**config.mk**
```make
export PLATFORM = sky130hd
export DESIGN_NAME = mpe_motor_pwm
export DESIGN_NICKNAME = d
export VERILOG_FILES = /design/src/mpe_pkg.sv /design/src/mpe_motor_pwm.sv
export SDC_FILE = /design/constraint.sdc
export NUM_CORES = 2
export LEC_CHECK = 0
export BUFFER_PORTS_ARGS = -buffer_cell sky130_fd_sc_hd__buf_2
export CAP_MARGIN = 40
export CORE_ASPECT_RATIO = 1.5
export CORE_MARGIN = 4
export CORE_UTILIZATION = 45
export CTS_CLUSTER_SIZE = 30
export DETAILED_ROUTE_END_ITERATION = 12
export PLACE_DENSITY = 0.62
export SYNTH_ARGS = -nofsm -noshare
export SYNTH_HDL_FRONTEND = slang
export SYNTH_SLANG_ARGS = --single-unit
```
**constraint.sdc**
```tcl
create_clock -name sys_clk_i -period 31.4 [get_ports sys_clk_i]
set_input_delay 6.28 -clock sys_clk_i [delete_from_list [all_inputs] [get_ports sys_clk_i]]
set_output_delay 6.28 -clock sys_clk_i [all_outputs]
set_load 0.03 [all_outputs]
```
**src/mpe_pkg.sv**
```systemverilog
// Constants, register map and carrier types of the motor PWM and back-voltage sampling block.
package mpe_pkg;

    // ----------------------------------------------------------------
    // Clock and timing
    // ----------------------------------------------------------------
    localparam int unsigned SYS_CLK_HZ = 10_000_000;
    localparam int unsigned CLK_PERIOD_NS = 1_000_000_000 / SYS_CLK_HZ;
    localparam int unsigned HF_SLOW_HZ = 20_000;
    localparam int unsigned HF_FAST_HZ = 40_000;
    localparam logic [18:0] HF_SLOW_CYC = 19'(SYS_CLK_HZ / HF_SLOW_HZ);
    localparam logic [18:0] HF_FAST_CYC = 19'(SYS_CLK_HZ / HF_FAST_HZ);
    localparam int unsigned LF_UNIT_NS = 1_000;
    localparam logic [18:0] LF_UNIT_CYC = 19'(LF_UNIT_NS / CLK_PERIOD_NS);
    localparam logic [18:0] LF_BASE = 19'h00083;
    localparam int unsigned SAMP_FAST_HZ = 200;
    localparam int unsigned SAMP_SLOW_HZ = 50;
    localparam int unsigned SAMP_FAST_CYC = SYS_CLK_HZ / SAMP_FAST_HZ;
    localparam int unsigned SAMP_SLOW_CYC = SYS_CLK_HZ / SAMP_SLOW_HZ;
    localparam int unsigned SAMP_TIME_NS = 200_000;
    localparam logic [15:0] SAMP_TIME_CYC =
        16'((SAMP_TIME_NS + CLK_PERIOD_NS - 1) / CLK_PERIOD_NS);
    localparam int unsigned EXT_UNIT_NS = 10_000;
    localparam logic [15:0] EXT_UNIT_CYC = 16'((EXT_UNIT_NS + CLK_PERIOD_NS - 1) / CLK_PERIOD_NS);

    // ----------------------------------------------------------------
    // Register map
    // ----------------------------------------------------------------
    localparam logic [2:0] IDX_VOLT_REF = 3'h0;
    localparam logic [2:0] IDX_SAMP_CFG = 3'h1;
    localparam logic [2:0] IDX_SPECIAL = 3'h2;
    localparam logic [2:0] IDX_PI_SET = 3'h3;
    localparam logic [2:0] IDX_EXT_TIME = 3'h4;
    localparam logic [2:0] IDX_BACK_VOLT = 3'h5;
    localparam logic [2:0] IDX_STATUS = 3'h6;
    localparam logic [7:0] RST_VOLT_REF = 8'h00;
    localparam logic [7:0] RST_SAMP_CFG = 8'h37;
    localparam logic [7:0] RST_SPECIAL = 8'h04;
    localparam logic [7:0] RST_PI_SET = 8'h37;
    localparam logic [7:0] RST_EXT_TIME = 8'h00;

    // ----------------------------------------------------------------
    // Fields and decoded ranges
    // ----------------------------------------------------------------
    localparam int unsigned FREQ_SEL_BIT = 5;
    localparam int unsigned LF_MANT_MSB = 4;
    localparam int unsigned LF_EXP_LSB = 5;
    localparam int unsigned LF_MANT_SHIFT = 2;
    localparam logic [7:0] LF_MIN_SETTING = 8'hB2;
    localparam logic [7:0] DIGIT_CODED_MAX = 8'h63;
    localparam logic [7:0] CORELESS_MIN = 8'h64;
    localparam logic [7:0] PI_MAX = 8'hC7;
    localparam logic [7:0] PI_AUTO_SETTING = 8'h37;
    localparam logic [7:0] FULL_SCALE = 8'hFF;
    localparam logic [3:0] DIGIT_DEFAULT = 4'h5;
    localparam logic [3:0] DIGIT_SPAN = 4'hA;
    localparam int unsigned SCALE_SHIFT = 3;

    typedef struct packed {
        logic [7:0] volt_ref;
        logic [7:0] samp_cfg;
        logic [7:0] special;
        logic [7:0] pi_set;
        logic [7:0] ext_time;
    } mpe_cfg_s;

    typedef enum logic [1:0] {
        ST_DRIVE = 2'b01,
        ST_SAMPLE = 2'b10
    } mpe_state_e;

    // Scale in eighths: digit 5 (or 0) is unity, lower digits shrink, higher digits grow.
    function automatic logic [4:0] mpe_digit_scale(input logic [3:0] d);
        case (d)
            4'h1: mpe_digit_scale = 5'h04;
            4'h2: mpe_digit_scale = 5'h05;
            4'h3: mpe_digit_scale = 5'h06;
            4'h4: mpe_digit_scale = 5'h07;
            4'h6: mpe_digit_scale = 5'h0A;
            4'h7: mpe_digit_scale = 5'h0C;
            4'h8: mpe_digit_scale = 5'h0E;
            4'h9: mpe_digit_scale = 5'h10;
            default: mpe_digit_scale = 5'h08;
        endcase
    endfunction : mpe_digit_scale

endpackage : mpe_pkg

```
**src/mpe_motor_pwm.sv**
```systemverilog
// Motor PWM generator with periodic back-voltage sampling and PI gain decoding.
// What this block does
// - Nonzero reference is absolute full-throttle motor voltage in tenths of a volt.
// - Reference zero, the reset value, follows the track supply voltage.
// - Absolute mode drives speed fraction of reference whenever the supply is at least that high.
// - High-frequency PWM is 20 kHz, or 40 kHz with special bit 5 set.
// - Drive is suspended 50 to 200 times per second for back-voltage sampling.
// - Default sampling rate falls from 200 Hz at standstill to 50 Hz at top.
// - Sampling setting 55, the reset value, is high frequency, medium rate and time.
// - Tens digit 1-4 lowers, 6-9 raises the sampling rate.
// - Ones digit 1-4 shortens, 6-9 lengthen the sampling time.
// - Settings 178-255 give low-frequency PWM of period (131+4m) shifted by e.
// - PI setting 55, the reset value, gives medium gains with automatic tuning.
// - PI settings 0-99 suit ordinary motors, 100-199 coreless motors.
// - PI tens digit lowers (1-4) or raises (6-9) proportional gain.
// - PI ones digit lowers (1-4) or raises (6-9) integral gain.
// - Extended sampling time, reset zero, lengthens the measurement window.
`timescale 1ns/10ps
module mpe_motor_pwm #(
    parameter int unsigned SAMP_FAST_CYC = mpe_pkg::SAMP_FAST_CYC,
    parameter int unsigned SAMP_SLOW_CYC = mpe_pkg::SAMP_SLOW_CYC
) (
    input wire logic sys_clk_i,
    input wire logic rst_n_i,
    input wire logic [2:0] reg_addr_i,
    input wire logic [7:0] reg_wdata_i,
    input wire logic reg_wr_i,
    input wire logic reg_rd_i,
    output logic [7:0] reg_rdata_o,
    input wire logic [7:0] speed_i,
    input wire logic [7:0] supply_volt_i,
    input wire logic [7:0] motor_back_voltage_i,
    output logic motor_pwm_o,
    output logic sample_window_o,
    output logic [7:0] motor_back_voltage_o,
    output logic sample_valid_o,
    output logic [3:0] p_gain_o,
    output logic [3:0] i_gain_o,
    output logic coreless_o,
    output logic auto_tune_o
);

    // ----------------------------------------------------------------
    // Register file
    // ----------------------------------------------------------------
    mpe_pkg::mpe_cfg_s cfg_r;
    mpe_pkg::mpe_cfg_s cfg_nxt;
    logic [7:0] rdata_r;
    logic [7:0] rdata_nxt;
    logic [7:0] back_volt_r;
    logic [7:0] back_volt_nxt;
    mpe_pkg::mpe_state_e state_r;
    mpe_pkg::mpe_state_e state_nxt;
    logic pwm_r;

    always_comb
    begin
        cfg_nxt = cfg_r;
        rdata_nxt = 8'h00;
        if (reg_wr_i)
        begin
            case (reg_addr_i)
                mpe_pkg::IDX_VOLT_REF: cfg_nxt.volt_ref = reg_wdata_i;
                mpe_pkg::IDX_SAMP_CFG: cfg_nxt.samp_cfg = reg_wdata_i;
                mpe_pkg::IDX_SPECIAL: cfg_nxt.special = reg_wdata_i;
                mpe_pkg::IDX_PI_SET: cfg_nxt.pi_set = reg_wdata_i;
                mpe_pkg::IDX_EXT_TIME: cfg_nxt.ext_time = reg_wdata_i;
                default: cfg_nxt = cfg_r;
            endcase
        end
        if (reg_rd_i)
        begin
            case (reg_addr_i)
                mpe_pkg::IDX_VOLT_REF: rdata_nxt = cfg_r.volt_ref;
                mpe_pkg::IDX_SAMP_CFG: rdata_nxt = cfg_r.samp_cfg;
                mpe_pkg::IDX_SPECIAL: rdata_nxt = cfg_r.special;
                mpe_pkg::IDX_PI_SET: rdata_nxt = cfg_r.pi_set;
                mpe_pkg::IDX_EXT_TIME: rdata_nxt = cfg_r.ext_time;
                mpe_pkg::IDX_BACK_VOLT: rdata_nxt = back_volt_r;
                mpe_pkg::IDX_STATUS: rdata_nxt = {5'h00, pwm_r, state_r};
                default: rdata_nxt = 8'h00;
            endcase
        end
    end

    always_ff @(posedge sys_clk_i or negedge rst_n_i)
    begin
        if (!rst_n_i)
        begin
            cfg_r.volt_ref <= mpe_pkg::RST_VOLT_REF;
            cfg_r.samp_cfg <= mpe_pkg::RST_SAMP_CFG;
            cfg_r.special <= mpe_pkg::RST_SPECIAL;
            cfg_r.pi_set <= mpe_pkg::RST_PI_SET;
            cfg_r.ext_time <= mpe_pkg::RST_EXT_TIME;
            rdata_r <= 8'h00;
        end
        else
        begin
            cfg_r <= cfg_nxt;
            rdata_r <= rdata_nxt;
        end
    end

    assign reg_rdata_o = rdata_r;

    // ----------------------------------------------------------------
    // Setting decode
    // ----------------------------------------------------------------
    logic lf_mode;
    logic digit_mode;
    logic [3:0] samp_tens;
    logic [3:0] samp_ones;
    logic [18:0] pwm_period;
    logic [4:0] lf_mant;
    logic [2:0] lf_exp;

    always_comb
    begin
        lf_mode = (cfg_r.samp_cfg >= mpe_pkg::LF_MIN_SETTING);
        digit_mode = (cfg_r.samp_cfg <= mpe_pkg::DIGIT_CODED_MAX);
        samp_tens = mpe_pkg::DIGIT_DEFAULT;
        samp_ones = mpe_pkg::DIGIT_DEFAULT;
        if (digit_mode)
        begin
            samp_tens = 4'(cfg_r.samp_cfg / 8'(mpe_pkg::DIGIT_SPAN));
            samp_ones = 4'(cfg_r.samp_cfg % 8'(mpe_pkg::DIGIT_SPAN));
        end
        lf_mant = cfg_r.samp_cfg[mpe_pkg::LF_MANT_MSB:0];
        lf_exp = cfg_r.samp_cfg[7:mpe_pkg::LF_EXP_LSB];
        if (lf_mode)
        begin
            // Period formula counts in microseconds, widened to clock cycles here.
            pwm_period = 19'(((mpe_pkg::LF_BASE + (19'(lf_mant) << mpe_pkg::LF_MANT_SHIFT))
                << lf_exp) * mpe_pkg::LF_UNIT_CYC);
        end
        else if (cfg_r.special[mpe_pkg::FREQ_SEL_BIT])
        begin
            pwm_period = mpe_pkg::HF_FAST_CYC;
        end
        else
        begin
            pwm_period = mpe_pkg::HF_SLOW_CYC;
        end
    end

    // ----------------------------------------------------------------
    // PWM duty and counter
    // ----------------------------------------------------------------
    logic [18:0] pwm_cnt_r;
    logic [18:0] pwm_cnt_nxt;
    logic pwm_nxt;
    logic [7:0] ref_eff;
    logic [39:0] duty_lhs;
    logic [39:0] duty_rhs;

    always_comb
    begin
        // Zero reference tracks the supply, which makes the duty simply speed over full scale.
        ref_eff = (cfg_r.volt_ref == 8'h00) ? supply_volt_i : cfg_r.volt_ref;
        // On while cnt/period < (speed/255)*(ref/supply); cross-multiplied to avoid a divider.
        duty_lhs = 40'(pwm_cnt_r) * 40'(supply_volt_i) * 40'(mpe_pkg::FULL_SCALE);
        duty_rhs = 40'(speed_i) * 40'(ref_eff) * 40'(pwm_period);
        pwm_cnt_nxt = pwm_cnt_r + 19'h00001;
        if (pwm_cnt_r >= pwm_period - 19'h00001)
        begin
            pwm_cnt_nxt = 19'h00000;
        end
        pwm_nxt = (supply_volt_i != 8'h00) && (duty_lhs < duty_rhs);
        if (state_nxt != mpe_pkg::ST_DRIVE)
        begin
            pwm_nxt = 1'b0;
        end
    end

    always_ff @(posedge sys_clk_i or negedge rst_n_i)
    begin
        if (!rst_n_i)
        begin
            pwm_cnt_r <= 19'h00000;
            pwm_r <= 1'b0;
        end
        else
        begin
            pwm_cnt_r <= pwm_cnt_nxt;
            pwm_r <= pwm_nxt;
        end
    end

    assign motor_pwm_o = pwm_r;

    // ----------------------------------------------------------------
    // Sampling interval and window
    // ----------------------------------------------------------------
    localparam int unsigned SAMP_STEP = (SAMP_SLOW_CYC - SAMP_FAST_CYC) / int'(mpe_pkg::FULL_SCALE);
    logic [31:0] interval_base;
    logic [31:0] interval_len;
    logic [15:0] window_len;
    logic [31:0] int_cnt_r;
    logic [31:0] int_cnt_nxt;
    logic [15:0] win_cnt_r;
    logic [15:0] win_cnt_nxt;
    logic valid_r;
    logic valid_nxt;

    always_comb
    begin
        interval_base = 32'(SAMP_FAST_CYC) + 32'(speed_i) * 32'(SAMP_STEP);
        // Lower rate means a longer interval, so the tens digit is mirrored.
        interval_len = (interval_base * 32'(mpe_pkg::mpe_digit_scale(mpe_pkg::DIGIT_SPAN
            - samp_tens))) >> mpe_pkg::SCALE_SHIFT;
        if (interval_len < 32'(SAMP_FAST_CYC))
        begin
            interval_len = 32'(SAMP_FAST_CYC);
        end
        if (interval_len > 32'(SAMP_SLOW_CYC))
        begin
            interval_len = 32'(SAMP_SLOW_CYC);
        end
        window_len = 16'((32'(mpe_pkg::SAMP_TIME_CYC) * 32'(mpe_pkg::mpe_digit_scale(samp_ones)))
            >> mpe_pkg::SCALE_SHIFT) + 16'(cfg_r.ext_time) * mpe_pkg::EXT_UNIT_CYC;
        state_nxt = state_r;
        int_cnt_nxt = int_cnt_r;
        win_cnt_nxt = win_cnt_r;
        back_volt_nxt = back_volt_r;
        valid_nxt = 1'b0;
        case (state_r)
            mpe_pkg::ST_DRIVE:
            begin
                int_cnt_nxt = int_cnt_r + 32'h00000001;
                if (int_cnt_r >= interval_len - 32'h00000001)
                begin
                    int_cnt_nxt = 32'h00000000;
                    win_cnt_nxt = 16'h0000;
                    state_nxt = mpe_pkg::ST_SAMPLE;
                end
            end
            mpe_pkg::ST_SAMPLE:
            begin
                int_cnt_nxt = int_cnt_r + 32'h00000001;
                win_cnt_nxt = win_cnt_r + 16'h0001;
                if (win_cnt_r >= window_len - 16'h0001)
                begin
                    // Capture at the window end, when the motor voltage has settled the most.
                    back_volt_nxt = motor_back_voltage_i;
                    valid_nxt = 1'b1;
                    state_nxt = mpe_pkg::ST_DRIVE;
                end
            end
            default:
            begin
                state_nxt = mpe_pkg::ST_DRIVE;
            end
        endcase
    end

    always_ff @(posedge sys_clk_i or negedge rst_n_i)
    begin
        if (!rst_n_i)
        begin
            state_r <= mpe_pkg::ST_DRIVE;
            int_cnt_r <= 32'h00000000;
            win_cnt_r <= 16'h0000;
            back_volt_r <= 8'h00;
            valid_r <= 1'b0;
        end
        else
        begin
            state_r <= state_nxt;
            int_cnt_r <= int_cnt_nxt;
            win_cnt_r <= win_cnt_nxt;
            back_volt_r <= back_volt_nxt;
            valid_r <= valid_nxt;
        end
    end

    assign sample_window_o = (state_r == mpe_pkg::ST_SAMPLE);
    assign motor_back_voltage_o = back_volt_r;
    assign sample_valid_o = valid_r;

    // ----------------------------------------------------------------
    // PI gain decode
    // ----------------------------------------------------------------
    logic [3:0] p_gain_r;
    logic [3:0] p_gain_nxt;
    logic [3:0] i_gain_r;
    logic [3:0] i_gain_nxt;
    logic coreless_r;
    logic coreless_nxt;
    logic auto_r;
    logic auto_nxt;
    logic [7:0] pi_low;

    always_comb
    begin
        // Settings above the coreless range are treated as the medium default.
        coreless_nxt = (cfg_r.pi_set >= mpe_pkg::CORELESS_MIN)
            && (cfg_r.pi_set <= mpe_pkg::PI_MAX);
        pi_low = coreless_nxt ? cfg_r.pi_set - mpe_pkg::CORELESS_MIN : cfg_r.pi_set;
        if (cfg_r.pi_set > mpe_pkg::PI_MAX)
        begin
            pi_low = mpe_pkg::PI_AUTO_SETTING;
        end
        p_gain_nxt = 4'(pi_low / 8'(mpe_pkg::DIGIT_SPAN));
        i_gain_nxt = 4'(pi_low % 8'(mpe_pkg::DIGIT_SPAN));
        if (p_gain_nxt == 4'h0)
        begin
            p_gain_nxt = mpe_pkg::DIGIT_DEFAULT;
        end
        if (i_gain_nxt == 4'h0)
        begin
            i_gain_nxt = mpe_pkg::DIGIT_DEFAULT;
        end
        auto_nxt = (pi_low == mpe_pkg::PI_AUTO_SETTING);
    end

    always_ff @(posedge sys_clk_i or negedge rst_n_i)
    begin
        if (!rst_n_i)
        begin
            p_gain_r <= mpe_pkg::DIGIT_DEFAULT;
            i_gain_r <= mpe_pkg::DIGIT_DEFAULT;
            coreless_r <= 1'b0;
            auto_r <= 1'b1;
        end
        else
        begin
            p_gain_r <= p_gain_nxt;
            i_gain_r <= i_gain_nxt;
            coreless_r <= coreless_nxt;
            auto_r <= auto_nxt;
        end
    end

    assign p_gain_o = p_gain_r;
    assign i_gain_o = i_gain_r;
    assign coreless_o = coreless_r;
    assign auto_tune_o = auto_r;

endmodule : mpe_motor_pwm

```
### After elaboration in Yosys (flattened, before gate mapping)

Memories as Yosys holds them, arrays and structs flattened.
Index checks and enable logic that the tools add are counted.

* flip-flop bits (word level): 137
* bits in latches: 0
* memory bits (writable): 0
* ROM bits: 160
* input bits: 39
* output and inout port bits: 29
* word-level logic and storage cells: 105
* memories kept: 2

* $add $sub $neg: 11
* multipliers: 9
* div/mod/pow operators: 4
* magnitude comparators: 11
* equal/unequal tests: 11
* shift operators: 1
* muxes and demuxes: 24
* bitwise logic cells: 0
* reductions and logical operators: 15

Memories
* (no name shown): words 16, bits a word 5, rd ports 1, clocked after Yosys merged registers in 0, write ports 0, line mpe_pkg.sv:74 `case (d)`
* (no name shown): words 16, bits a word 5, rd ports 1, clocked after Yosys merged registers in 0, write ports 0, line mpe_pkg.sv:74

Operators with widths (count)
* $mux W32: 2
* $pmux W32 S2: 1
* $pmux W8 S7: 1
* $mux W19: 2
* $lt A35 B35 Y1: 1
* $mul A16 B19 Y35: 1
* $mul A27 B8 Y35 const B: 1
* $add A32 B1 Y32 const B: 1
* $ge A32 B32 Y1: 1
* $gt A32 B18 Y1 const B: 1
* $mux W8: 4
* $pmux W16 S2: 1
* $sub A32 B1 Y32 const B: 1
* $mul A19 B8 Y27: 1
* $mul A19 B5 Y24: 1
* $lt A21 B16 Y1 const B: 1
* $mux W21: 1
* $add A16 B18 Y19 const A: 1
* $add A19 B1 Y19 const B: 1
* $ge A19 B19 Y1: 1
* $mul A19 B3 Y18 const B: 1
* $shl A9 B3 Y19: 1
* $sub A19 B1 Y19 const B: 1
* $add A13 B15 Y16: 1
* 38 further kinds: 57

### Depth between registers and ports, before layout

An unclocked memory read counts as a cell.

* depth after elaboration: 15
* depth in mapped cells: 54

### Worst setup path after synthesis

OpenSTA, ideal clock, no wires.

* path type: input to register
* from: input supply_volt_i[4]
* to: register pwm_r (netlist: motor_pwm_o)
* setup time: 0.094 ns
* arrival time: 17.291 ns
* required time: 31.306 ns
* slack: 14.015 ns
* stages on the path: 48
* path through: a21o_1 and2_1 fa_1 fa_1 inv_1 fa_1 fa_1 inv_1 ha_1 inv_1 o21bai_1 a21oi_1 o21bai_1 a21oi_1 nor2b_1 o21a_1 o41a_1 xor2_1 (+12 left out) a2111oi_0 nand2_1 o21ai_0 o21bai_1 a21oi_1 xor2_1 ha_1 a21o_1 a21o_1 a21o_1 a21o_1 a21oi_1 nor2b_1 o21ai_0 a31oi_1 o31ai_1 nand3_1 a211oi_1

* word-level cells in the longest chain between the ends: 6

RTL lines
* start, declared: line mpe_motor_pwm.sv:31 `input wire logic [7:0] supply_volt_i,`
* branches (longest 4 deep; another with $mul A27 B8 Y35)
* $logic_and A1 B1 Y1 (*): line mpe_motor_pwm.sv:168 `pwm_nxt = (supply_volt_i != 8'h00) && (duty_lhs < duty_rhs);`
* $mux W1 (*): line mpe_motor_pwm.sv:169 `if (state_nxt != mpe_pkg::ST_DRIVE)`
* named net pwm_nxt: line mpe_motor_pwm.sv:151 `logic pwm_nxt;`
* end signal, assigned: line mpe_motor_pwm.sv:185 `pwm_r <= pwm_nxt;`
* end, declared: line mpe_motor_pwm.sv:54 `logic pwm_r;`

Mark *: on every way through the listed nets, which the timed path passes.
A chain may end at the register's enable or synchronous reset.

### Worst setup path in the final report

* from: input speed_i[5]
* to: register win_cnt_r[15]

* word-level cells in the longest chain between the ends: 11

RTL lines
* start, declared: line mpe_motor_pwm.sv:30 `input wire logic [7:0] speed_i,`
* $mul A8 B8 Y16 (*): line mpe_motor_pwm.sv:207 `interval_base = 32'(SAMP_FAST_CYC) + 32'(speed_i) * 32'(SAMP_STEP);`
* $add A16 B18 Y19 (*): line mpe_motor_pwm.sv:207
* $mul A19 B5 Y24 (*): line mpe_motor_pwm.sv:209 `interval_len = (interval_base * 32'(mpe_pkg::mpe_digit_scale(mpe_pkg::DIGIT_SPAN`
* $lt A21 B16 Y1: line mpe_motor_pwm.sv:211 `if (interval_len < 32'(SAMP_FAST_CYC))`
* $mux W21 (*): line mpe_motor_pwm.sv:211
* $gt A32 B18 Y1: line mpe_motor_pwm.sv:215 `if (interval_len > 32'(SAMP_SLOW_CYC))`
* $mux W32 (*): line mpe_motor_pwm.sv:215
* $sub A32 B1 Y32 (*): line mpe_motor_pwm.sv:230 `if (int_cnt_r >= interval_len - 32'h00000001)`
* $ge A32 B32 Y1 (*): line mpe_motor_pwm.sv:230
* $ne A2 B2 Y1 (no line) (*)
* $reduce_and A2 Y1 (no line) (*)
* end signal, assigned: line mpe_motor_pwm.sv:270 `win_cnt_r <= win_cnt_nxt;`
* end, declared: line mpe_motor_pwm.sv:200 `logic [15:0] win_cnt_r;`

Mark *: on every way between the ends. The rest lies on a longest branch, timed or not.

==> metrics.md <==
| Metric | Value |
|---|---|
| Outcome | `completed` |
| Final Hold Fails | `0` |
| Data required, critical path | `31.77 ns` |
| Crit path DAT | `18.73 ns` |
| Unrepaired setup endpoints after global routing | `no` |
| Clock latency on the worst-skew pair | `0.44 ns` |
| Wirelength per Cell | `17.6 um` |
| Max-Cap Viols | `0` |
| Post-CTS setup buffers | `0` |
| # IOs | `68` |
| Largest net degree at the start of global routing | `74` |
| Setup total negative slack | `0 ns` |
| Area share of the largest cell type after synthesis | `0.288` |
| Grt ovf | `0` |
| PortBufs | `67` |
| Total track usage | `0.226` |
| CTS clock-pin slew for the worst setup and hold paths | `0.06 ns` |
| CTS root buffer | `clkbuf_16` |
| Net count, final | `5612` |
| Most Frequent Cell on Critical Path | `ha_1` |
| DR pass1 iterations | `5` |
| Hold_buf cts | `0` |
| Fmax | `54.5 MHz` |
| Area contributors post-synth | `fa_1, ha_1, dfrtp_1, inv_1, nand2_1` |
| Initial core utilization | `0.456` |
| # rows | `130` |
| DRT antenna net count | `0` |
| DRT iter0 DRCs | `1268` |
| Synth Instances | `4492` |
| Share of layout cells above drive strength 1 | `0.0588` |
| Filler instances | `8236` |
| Sequential share of the synthesized area | `0.0900` |
| Routed wire length | `99.2 mm` |
| Tcrit/Tclk final | `0.585` |
| Max incr delay on CP | `0.86 ns` |
| Routed vias | `30300` |
| Post-Syn Area | `38300 um2` |
| Yosys cell types | `96` |
| Critical path's top delay family | `compound AO/OA/AOI/OAI gates` |
| Die H | `366 um` |
| CTS tree | `built` |
| Ys async rst share | `1.00` |
| Max FO, Critical Path | `12` |
| Worst slew margin | `0.376` |
| Initial antenna violation count | `2` |
| Post-synth top area cell | `fa_1` |
| EDFF count, synth | `0` |
| CTS H-Tree Depth | `4` |
| # setup viols final | `0` |
| Layout Area Growth over Synthesis | `5.73%` |
| DP HPWL | `84.3 mm` |
| Post-Syn Area per Cell | `8.54 um2` |
| Endpoint type of the worst setup path | `flip-flop` |
| Final Critical Period | `18.36 ns` |
| Critical path launch point type | `primary input` |
| Final Skew | `0.00925 ns` |
| Post-synth top cells | `inv_1, fa_1, ha_1` |
| Most numerous cell in the Yosys netlist | `inv_1` |
| Critical path class | `primary input to flip-flop` |
| Num CTS Buffers | `17` |
| Vias in the first global route | `32200` |
| Die W | `246 um` |
| CP max-delay cell | `a2111oi_0` |
| Final Slew Violations | `0` |
| Hold crit path type | `flip-flop to flip-flop` |
| Core area | `84100 um2` |
| Clock Sinks | `137` |
| GPL Wtd Cong | `0.876` |
| Clock buffer depth | `2` |
| CP bufs+invs | `5` |
| Worst-Margin Slew | `0.912 ns` |
| First-pass GRT wire length | `164 mm` |
| Yosys Warn Count | `0` |
| Die area | `90000 um2` |
| Routed vias/inst | `5.39` |
| # DRC | `0` |
| Top FF cell, synth | `dfrtp_1` |
| #FFs+latches synth | `137` |
| Post-CTS sizing | `0` |
## layer usage
layer	GRT usage	up-vias	part of all wire
met5	0	-	0
met3	0.0198	205	0.027
met2	0.458	512	0.56
met1	0.239	15100	0.37
li1	-	14500	-
met4	0.0820	0	0.042
## state kept, by name (all words and copies together) (netlist names)
signal	flops
motor_pwm_o	1
pwm_cnt_r	19
i_gain_o	4
auto_tune_o	1
reg_rdata_o	8
state_r	2
win_cnt_r	16
coreless_o	1
int_cnt_r	32
p_gain_o	4
sample_valid_o	1
motor_back_voltage_o	8
cfg_r	40
## worst reg2reg max path: cells and delay by family, from the launching register on
family | cells | cell delay [ns]
flip-flops | 1 | 0.49
AND/OR/NAND/NOR | 9 | 1.34
AO/OA/AOI/OAI | 20 | 4.01
XOR/XNOR | 2 | 0.31
adder cells (fa/ha/maj) | 13 | 6.14
buffers and inverters | 7 | 0.79
## final cells by class
cell class	count	area [um2]	area share
multi-input cells	3443	31500	0.777
flip-flops and latches	137	3450	0.0851
inverters	784	2940	0.0726
well taps	1122	1400	0.0346
repair buffers	110	677	0.0167
clock buffers	20	467	0.0115
clock inverters	12	113	0.00278
diodes	2	5.00	0.000123
## cell usage in the layout, fill, tap and decap left out, types with 21 or more instances in the layout
cell,count
a211oi_1,25
a21o_1,91
a21oi_1,188
and2_1,151
and3_1,42
buf_2,67
buf_4,40
dfrtp_1,120
fa_1,551
ha_1,529
inv_1,783
mux2_2,37
mux2i_1,21
nand2_1,485
nand2b_1,50
nand3_1,67
nand4_1,34
nor2_1,334
nor2b_1,37
nor3_1,64
nor4_1,21
o21a_1,37
o21ai_0,134
o21bai_1,24
or2_2,30
xnor2_1,151
xor2_1,92
## per-stage QoR
| stage | utilization | cells | setup slack (ns) | hold WS, ns | area [um2] |
|---|---|---|---|---|---|
| after detailed placement | 0.475 | 5596 | 12.60 | 0.493 | 40000 |
| after floorplan | - | 4505 | 14.01 | 0.475 | 38400 |
| after CTS | 0.482 | 5628 | 13.03 | 0.510 | 40500 |
| after global placement | 0.475 | 5591 | 12.85 | 0.484 | 39900 |
| final | 0.482 | 5630 | 13.04 | 0.510 | 40500 |
| after global routing | 0.482 | 5628 | 11.95 | 0.520 | 40500 |
## final timing paths
| path | start | end | slack [ns] | cells after the start |
|---|---|---|---|---|
| min in group asynchronous | rst_n_i | motor_back_voltage_o[3] | 5.85 | 1 |
| setup / recovery | speed_i[5] | win_cnt_r[15] | 13.04 | 49 |
| setup reg to reg | cfg_r[33] | motor_pwm_o | 18.27 | 51 |
| max in group asynchronous | rst_n_i | pwm_cnt_r[7] | 24.18 | 2 |
| hold / removal | cfg_r[22] | cfg_r[22] | 0.51 | 1 |
| hold reg to reg | cfg_r[22] | cfg_r[22] | 0.51 | 1 |
## logic make-up after synthesis
family / after synthesis / synth area share
AO/OA/AOI/OAI: 657 / 0.112
adder cells (fa/ha/maj): 1082 / 0.461
other: 1 / 0.0000978
multiplexers: 62 / 0.0187
buffers and inverters: 925 / 0.0907
flip-flops: 137 / 0.0900
AND/OR/NAND/NOR: 1385 / 0.172
XOR/XNOR: 243 / 0.0555
Power is left out: the tool's default activity adds up to more than one toggle a clock period on the data nets, which glitch-free logic cannot reach.
